### config.mk
export PLATFORM = sky130hd
export DESIGN_NAME = codec_bias_power_regs
export DESIGN_NICKNAME = d
export VERILOG_FILES = /design/src/common/codec_regs_pkg.sv /design/src/core/codec_bias_power_regs.sv
export SDC_FILE = /design/constraint.sdc
export NUM_CORES = 1
export LEC_CHECK = 0
export ABC_AREA = 1
export BUFFER_PORTS_ARGS = -buffer_cell sky130_fd_sc_hd__buf_2
export CORE_UTILIZATION = 41
export DETAILED_ROUTE_END_ITERATION = 12
export PLACE_DENSITY = 0.74
export RECOVER_POWER = 25
export SLEW_MARGIN = 30
export SYNTH_ARGS = -nofsm -noshare
export SYNTH_HDL_FRONTEND = slang
export SYNTH_SLANG_ARGS = --single-unit
### constraint.sdc
create_clock -name clk_sys -period 1 [get_ports clk_sys]
set_input_delay 0.15 -clock clk_sys [delete_from_list [all_inputs] [get_ports clk_sys]]
set_output_delay 0.15 -clock clk_sys [all_outputs]
set_load 0.01 [all_outputs]
### src/common/codec_regs_pkg.sv
package codec_regs_pkg;

  // Bus geometry
  localparam int unsigned ADDR_W = 8;
  localparam int unsigned DATA_W = 16;

  // Register offsets
  localparam logic [7:0] ADDR_RESET_IDENT = 8'h00;
  localparam logic [7:0] ADDR_BIAS = 8'h04;
  localparam logic [7:0] ADDR_REFERENCE = 8'h05;
  localparam logic [7:0] ADDR_MIC_DETECT = 8'h06;
  localparam logic [7:0] ADDR_MIC_LEVEL = 8'h07;
  localparam logic [7:0] ADDR_ADC_OSR = 8'h0a;
  localparam logic [7:0] ADDR_INPUT_AMP = 8'h0c;

  // Field positions
  localparam int unsigned BIAS_ON_BIT = 0;
  localparam int unsigned REF_UNUSED_BUF_BIT = 6;
  localparam int unsigned REF_DIV_LSB = 1;
  localparam int unsigned REF_BUF_BIT = 0;
  localparam int unsigned MIC_CUR_THR_LSB = 4;
  localparam int unsigned MIC_SHORT_THR_LSB = 2;
  localparam int unsigned MIC_DET_BIT = 1;
  localparam int unsigned MIC_SUPPLY_BIT = 0;
  localparam int unsigned MIC_LEVEL_LSB = 0;
  localparam int unsigned ADC_OSR_BIT = 0;
  localparam int unsigned LEFT_AMP_BIT = 1;
  localparam int unsigned RIGHT_AMP_BIT = 0;

  // Reference divider modes
  typedef enum logic [1:0] {
    DIV_OFF = 2'h0,
    DIV_NORMAL = 2'h1,
    DIV_STANDBY = 2'h2,
    DIV_FAST_START = 2'h3
  } midrail_divider_type;

  // Values after reset
  localparam logic RST_BIAS_ON = 1'h0;
  localparam logic RST_REF_UNUSED_BUF = 1'h0;
  localparam midrail_divider_type RST_REF_DIV = DIV_OFF;
  localparam logic RST_REF_BUF = 1'h0;
  localparam logic [2:0] RST_MIC_CUR_THR = 3'h0;
  localparam logic [1:0] RST_MIC_SHORT_THR = 2'h0;
  localparam logic RST_MIC_DET = 1'h0;
  localparam logic RST_MIC_SUPPLY = 1'h0;
  localparam logic [2:0] RST_MIC_LEVEL = 3'h0;
  localparam logic RST_ADC_OSR = 1'h0;
  localparam logic RST_LEFT_AMP = 1'h0;
  localparam logic RST_RIGHT_AMP = 1'h0;

  // Highest distinct supply level code; codes above it alias to it
  localparam logic [2:0] MIC_LEVEL_TOP = 3'h4;

endpackage

### src/core/codec_bias_power_regs.sv
// Implementation choice: the plain strobed port.
`timescale 1ns/1ps
module codec_bias_power_regs #(
  // Arbitrary identification value
  parameter logic [15:0] IDENT_CODE = 16'h5a3c
) (
  // Clock and reset
  input wire logic clk_sys,
  input wire logic srst,
  // Register port
  input wire logic [codec_regs_pkg::ADDR_W-1:0] reg_addr,
  input wire logic [codec_regs_pkg::DATA_W-1:0] reg_wdata,
  input wire logic reg_write,
  input wire logic reg_read,
  output logic [codec_regs_pkg::DATA_W-1:0] reg_rdata,
  // Analogue controls
  output logic master_current_gen_on,
  output logic midrail_unused_pin_buffer_on,
  output codec_regs_pkg::midrail_divider_type midrail_divider_select,
  output logic midrail_buffer_on,
  output logic [2:0] mic_current_threshold,
  output logic [1:0] mic_short_threshold,
  output logic mic_detect_on,
  output logic microphone_supply_on,
  output logic [2:0] microphone_supply_level,
  output logic [2:0] microphone_supply_ratio,
  output logic adc_high_oversample_select,
  output logic left_input_amp_on,
  output logic right_input_amp_on
);
  import codec_regs_pkg::*;

  // Write decode
  logic soft_reset;
  logic wr_bias;
  logic wr_reference;
  logic wr_mic_detect;
  logic wr_mic_level;
  logic wr_adc_osr;
  logic wr_input_amp;

  // Bias register
  logic bias_on_q;
  logic bias_on_d;

  // Reference register
  logic ref_unused_buf_q;
  logic ref_unused_buf_d;
  midrail_divider_type ref_div_q;
  midrail_divider_type ref_div_d;
  logic ref_buf_q;
  logic ref_buf_d;

  // Microphone supply detect register
  logic [2:0] mic_cur_thr_q;
  logic [2:0] mic_cur_thr_d;
  logic [1:0] mic_short_thr_q;
  logic [1:0] mic_short_thr_d;
  logic mic_det_q;
  logic mic_det_d;
  logic mic_supply_q;
  logic mic_supply_d;

  // Microphone supply level register
  logic [2:0] level_wr;
  logic [2:0] mic_level_q;
  logic [2:0] mic_level_d;
  logic [2:0] mic_ratio_q;
  logic [2:0] mic_ratio_d;

  // Converter register
  logic adc_osr_q;
  logic adc_osr_d;

  // Input amplifier register
  logic left_amp_q;
  logic left_amp_d;
  logic right_amp_q;
  logic right_amp_d;

  // Read path
  logic [DATA_W-1:0] rdata_q;
  logic [DATA_W-1:0] rdata_d;

  // The soft reset acts on the edge of the write itself, so the write data is never stored
  assign soft_reset = reg_write && (reg_addr == ADDR_RESET_IDENT);
  assign wr_bias = reg_write && (reg_addr == ADDR_BIAS);
  assign wr_reference = reg_write && (reg_addr == ADDR_REFERENCE);
  assign wr_mic_detect = reg_write && (reg_addr == ADDR_MIC_DETECT);
  assign wr_mic_level = reg_write && (reg_addr == ADDR_MIC_LEVEL);
  assign wr_adc_osr = reg_write && (reg_addr == ADDR_ADC_OSR);
  assign wr_input_amp = reg_write && (reg_addr == ADDR_INPUT_AMP);

  // Bias register
  always_comb begin
    bias_on_d = bias_on_q;
    if (soft_reset) begin
      bias_on_d = RST_BIAS_ON;
    end else if (wr_bias) begin
      bias_on_d = reg_wdata[BIAS_ON_BIT];
    end
  end

  always_ff @(posedge clk_sys) begin
    if (srst) begin
      bias_on_q <= RST_BIAS_ON;
    end else begin
      bias_on_q <= bias_on_d;
    end
  end

  // Reference register
  always_comb begin
    ref_unused_buf_d = ref_unused_buf_q;
    ref_div_d = ref_div_q;
    ref_buf_d = ref_buf_q;
    if (soft_reset) begin
      ref_unused_buf_d = RST_REF_UNUSED_BUF;
      ref_div_d = RST_REF_DIV;
      ref_buf_d = RST_REF_BUF;
    end else if (wr_reference) begin
      ref_unused_buf_d = reg_wdata[REF_UNUSED_BUF_BIT];
      ref_div_d = midrail_divider_type'(reg_wdata[REF_DIV_LSB +: 2]);
      ref_buf_d = reg_wdata[REF_BUF_BIT];
    end
  end

  always_ff @(posedge clk_sys) begin
    if (srst) begin
      ref_unused_buf_q <= RST_REF_UNUSED_BUF;
      ref_div_q <= RST_REF_DIV;
      ref_buf_q <= RST_REF_BUF;
    end else begin
      ref_unused_buf_q <= ref_unused_buf_d;
      ref_div_q <= ref_div_d;
      ref_buf_q <= ref_buf_d;
    end
  end

  // Microphone supply detect register
  always_comb begin
    mic_cur_thr_d = mic_cur_thr_q;
    mic_short_thr_d = mic_short_thr_q;
    mic_det_d = mic_det_q;
    mic_supply_d = mic_supply_q;
    if (soft_reset) begin
      mic_cur_thr_d = RST_MIC_CUR_THR;
      mic_short_thr_d = RST_MIC_SHORT_THR;
      mic_det_d = RST_MIC_DET;
      mic_supply_d = RST_MIC_SUPPLY;
    end else if (wr_mic_detect) begin
      mic_cur_thr_d = reg_wdata[MIC_CUR_THR_LSB +: 3];
      mic_short_thr_d = reg_wdata[MIC_SHORT_THR_LSB +: 2];
      mic_det_d = reg_wdata[MIC_DET_BIT];
      mic_supply_d = reg_wdata[MIC_SUPPLY_BIT];
    end
  end

  always_ff @(posedge clk_sys) begin
    if (srst) begin
      mic_cur_thr_q <= RST_MIC_CUR_THR;
      mic_short_thr_q <= RST_MIC_SHORT_THR;
      mic_det_q <= RST_MIC_DET;
      mic_supply_q <= RST_MIC_SUPPLY;
    end else begin
      mic_cur_thr_q <= mic_cur_thr_d;
      mic_short_thr_q <= mic_short_thr_d;
      mic_det_q <= mic_det_d;
      mic_supply_q <= mic_supply_d;
    end
  end

  // Stored code reads back as written; the analogue side sees the saturated ratio
  assign level_wr = reg_wdata[MIC_LEVEL_LSB +: 3];

  always_comb begin
    mic_level_d = mic_level_q;
    mic_ratio_d = mic_ratio_q;
    if (soft_reset) begin
      mic_level_d = RST_MIC_LEVEL;
      mic_ratio_d = RST_MIC_LEVEL;
    end else if (wr_mic_level) begin
      mic_level_d = level_wr;
      // Saturating at write time keeps the alias codes off microphone_supply_ratio; microphone_supply_level carries the raw code
      if (level_wr >= MIC_LEVEL_TOP) begin
        mic_ratio_d = MIC_LEVEL_TOP;
      end else begin
        mic_ratio_d = level_wr;
      end
    end
  end

  always_ff @(posedge clk_sys) begin
    if (srst) begin
      mic_level_q <= RST_MIC_LEVEL;
      mic_ratio_q <= RST_MIC_LEVEL;
    end else begin
      mic_level_q <= mic_level_d;
      mic_ratio_q <= mic_ratio_d;
    end
  end

  // Converter register
  always_comb begin
    adc_osr_d = adc_osr_q;
    if (soft_reset) begin
      adc_osr_d = RST_ADC_OSR;
    end else if (wr_adc_osr) begin
      adc_osr_d = reg_wdata[ADC_OSR_BIT];
    end
  end

  always_ff @(posedge clk_sys) begin
    if (srst) begin
      adc_osr_q <= RST_ADC_OSR;
    end else begin
      adc_osr_q <= adc_osr_d;
    end
  end

  // Input amplifier register
  always_comb begin
    left_amp_d = left_amp_q;
    right_amp_d = right_amp_q;
    if (soft_reset) begin
      left_amp_d = RST_LEFT_AMP;
      right_amp_d = RST_RIGHT_AMP;
    end else if (wr_input_amp) begin
      left_amp_d = reg_wdata[LEFT_AMP_BIT];
      right_amp_d = reg_wdata[RIGHT_AMP_BIT];
    end
  end

  always_ff @(posedge clk_sys) begin
    if (srst) begin
      left_amp_q <= RST_LEFT_AMP;
      right_amp_q <= RST_RIGHT_AMP;
    end else begin
      left_amp_q <= left_amp_d;
      right_amp_q <= right_amp_d;
    end
  end

  // Only documented bits are placed; everything else stays zero
  always_comb begin
    rdata_d = '0;
    unique case (reg_addr)
      ADDR_RESET_IDENT: rdata_d = IDENT_CODE;
      ADDR_BIAS: rdata_d[BIAS_ON_BIT] = bias_on_q;
      ADDR_REFERENCE: begin
        rdata_d[REF_UNUSED_BUF_BIT] = ref_unused_buf_q;
        rdata_d[REF_DIV_LSB +: 2] = ref_div_q;
        rdata_d[REF_BUF_BIT] = ref_buf_q;
      end
      ADDR_MIC_DETECT: begin
        rdata_d[MIC_CUR_THR_LSB +: 3] = mic_cur_thr_q;
        rdata_d[MIC_SHORT_THR_LSB +: 2] = mic_short_thr_q;
        rdata_d[MIC_DET_BIT] = mic_det_q;
        rdata_d[MIC_SUPPLY_BIT] = mic_supply_q;
      end
      ADDR_MIC_LEVEL: rdata_d[MIC_LEVEL_LSB +: 3] = mic_level_q;
      ADDR_ADC_OSR: rdata_d[ADC_OSR_BIT] = adc_osr_q;
      ADDR_INPUT_AMP: begin
        rdata_d[LEFT_AMP_BIT] = left_amp_q;
        rdata_d[RIGHT_AMP_BIT] = right_amp_q;
      end
      default: rdata_d = '0;
    endcase
  end

  // Read data stands only in the cycle after the strobe
  always_ff @(posedge clk_sys) begin
    if (srst) begin
      rdata_q <= '0;
    end else if (reg_read) begin
      rdata_q <= rdata_d;
    end else begin
      rdata_q <= '0;
    end
  end

  // Outputs
  assign reg_rdata = rdata_q;
  assign master_current_gen_on = bias_on_q;
  assign midrail_unused_pin_buffer_on = ref_unused_buf_q;
  assign midrail_divider_select = ref_div_q;
  assign midrail_buffer_on = ref_buf_q;
  assign mic_current_threshold = mic_cur_thr_q;
  assign mic_short_threshold = mic_short_thr_q;
  assign mic_detect_on = mic_det_q;
  assign microphone_supply_on = mic_supply_q;
  assign microphone_supply_level = mic_level_q;
  assign microphone_supply_ratio = mic_ratio_q;
  assign adc_high_oversample_select = adc_osr_q;
  assign left_input_amp_on = left_amp_q;
  assign right_input_amp_on = right_amp_q;

endmodule // codec_bias_power_regs

==> metrics.cfg <==
[run_status]
status = completed

[final_layout]
fin_util = 0.566
area_growth_pct = 33.0
design_area_mm2 = 0.00189
fin_cells = 303
fillers = 338
layout-drive-gt1-share = 0.436
multi_input_area_um2 = 702
regArea_um2 = 604
nets = 284
antenna-diode-count = 0

[pwr]
power_density_mw_per_mm2 = 1150
vdd_ir_drop_max_v = 0.000885
leakage_uw = 0.000923

[critical_path]
cpMaxStageDelayCell = dfxtp_2
reg2reg_slack_ns = 0.21
crit_start = midrail_divider_select[0]$_SDFFE_PP0P_
path_class = flip-flop to output port
reg2reg_to = reg_rdata[0]$_SDFF_PP0_
crit_fanout = 3
r2r-start = microphone_supply_on$_SDFFE_PP0P_
startpoint_type = flip-flop
end_kind = output port
path_buf_inv = 1
path_cells = buf_2
path_delay_family = flip-flops
cp.depth = 1
required_ns = 0.85
reg2regPathDepth = 4
critPathMaxStageDelay_ns = 0.36
worst_ep_arrival_time_ns = 0.82

[floorplan]
start_util = 0.426
num_rows = 21
core_mm2 = 0.00334
dieArea_mm2 = 0.00370
die_w_um = 60.9
io_pins = 65
die_y_um = 60.9

[yosys]
async_flop_share = 0
synthCells = 193
synth_most_common_cell = nand2_1
synth_edf_count = 0
syn_area_mm2 = 0.00142
ys_seq_elements = 29
ys_top_cells_by_area = dfxtp_1, nand2_1, nand3_1
synth.distinct_cells = 21
synthFlopType = dfxtp_1
seq_area_frac_synth = 0.409
avgSynthCellArea_um2 = 7.36
synth_top_area_frac = 0.409
yosys_warnings = 0
yosysTopAreaCell = dfxtp_1
synth_commonest_cells = nand2_1, dfxtp_1, nand3_1

[grt]
grtUsageTotal = 0.193
overflow = 0
antenna_found_initial = 0
grt_max_degree = 10
grt_pass1_wl_mm = 5.22
first_global_vias = 1204

[cts]
cts_tree = built
cts_root_buffer = clkbuf_4
htreeDepth = 2
cts.sinks = 29
path_clk_slew_ns = 0.09
worstSkewPairLatency_ns = 0.33
cts_hold_buf = 0
clockBufferDepth = 2
numCtsBuffers = 5

[sta]
timing.final.crit_period_ns = 0.971
skew_ns = 0.00252
fin_crit_sh = 0.971
whs_ns = 0.0529
maxSlewViolCount = 0
setup_viol = 0
finalHoldViolations = 0
fmax_ghz = 1.03

[route]
ant_nets = 0
drc_errors = 0
routed_wire_length_per_instance_um = 10.7
num_vias = 1410
via_per_inst = 4.65
first_pass_iters = 4
drtIter0Drc = 48
routed_wl_mm = 3.24

[placement]
post-dp-hpwl_mm = 2.49
gp_congestion = 0.862
placed_area_mm2 = 0.00179
port_buffers = 50
post-place-cells = 295

[hold_path]
worstHoldEndpoint = mic_current_threshold[1]$_SDFFE_PP0P_
worstHoldPathType = primary input to flip-flop
hp-start = reg_wdata[5]
hold_path_depth = 3

[run]
max-cap-violations = 0

[routing by layer]
metal / wire length [um] / up-vias / track usage / part of all wire
met3: 181 / 4 / 0.0469 / 0.056
met5: 0 / - / 0 / 0
li1: - / 727 / - / -
met2: 1500 / 46 / 0.305 / 0.46
met1: 1510 / 633 / 0.250 / 0.46
met4: 54 / 0 / 0.0844 / 0.017
[worst max path at each step]
stage / to
after global routing: midrail_divider_select[1]
after detailed placement: left_input_amp_on$_SDFFE_PP0P_
after CTS: microphone_supply_level[2]
after global placement: mic_current_threshold[0]$_SDFFE_PP0P_
final: midrail_divider_select[0]
after floorplan: microphone_supply_level[2]$_SDFFE_PP0P_
[report_power, final]
group	internal, uW	switching [uW]	leakage [uW]
sequential	1150	0.837	0.000243
combinational	78.6	130	0.000639
clock	407	407	0.0000413
[cell usage in the layout, fill, tap and decap left out, drive strengths merged]
| master | instances |
|---|---|
| nand2 | 63 |
| clkinv | 1 |
| and2 | 2 |
| clkbuf | 11 |
| nand4 | 1 |
| o21ai | 1 |
| inv | 17 |
| dfxtp | 29 |
| conb | 5 |
| buf | 61 |
| nand3 | 26 |
| a21oi | 23 |
| nor2 | 17 |
[sequential cells by signal, indices dropped and copies added (netlist names)]
signal,count
midrail_divider_select,2
right_input_amp_on,1
microphone_supply_level,3
master_current_gen_on,1
midrail_unused_pin_buffer_on,1
adc_high_oversample_select,1
reg_rdata,8
mic_detect_on,1
left_input_amp_on,1
microphone_supply_ratio,3
midrail_buffer_on,1
microphone_supply_on,1
mic_short_threshold,2
mic_current_threshold,3
[area by class of cell]
class,count,share of cell area
clock buffer,7,0.0345
clock inverter,1,0.00265
timing repair buffer,65,0.200
tap,46,0.0305
sequential,29,0.320
inverter,17,0.0404
multi-input combinational,138,0.372
[kinds of logic after synthesis]
group | synth area share
AOI/OAI and AO/OA | 0.0846
buffers and inverters | 0.118
DFF | 0.409
other | 0.00264
and+or+nand+nor | 0.386
[through the flow]
step / setup TNS, ns / worst slack [ns] / power (uW)
after floorplan: -0.110 / -0.00821 / 1310
after global placement: -5.14 / -0.212 / 1390
after detailed placement: -5.33 / -0.223 / 1390
after CTS: 0 / 0.00494 / 2190
after global routing: -0.00102 / -0.00102 / 2260
final: 0 / 0.0287 / 2180
[repair_timing]
action,in CTS,in global routing
endpoints found under the setup margin,5,17
cloned,0,0
setup buffers,0,0
gates resized for setup,5,15
No activity file was read; power rests on OpenSTA's default activity.
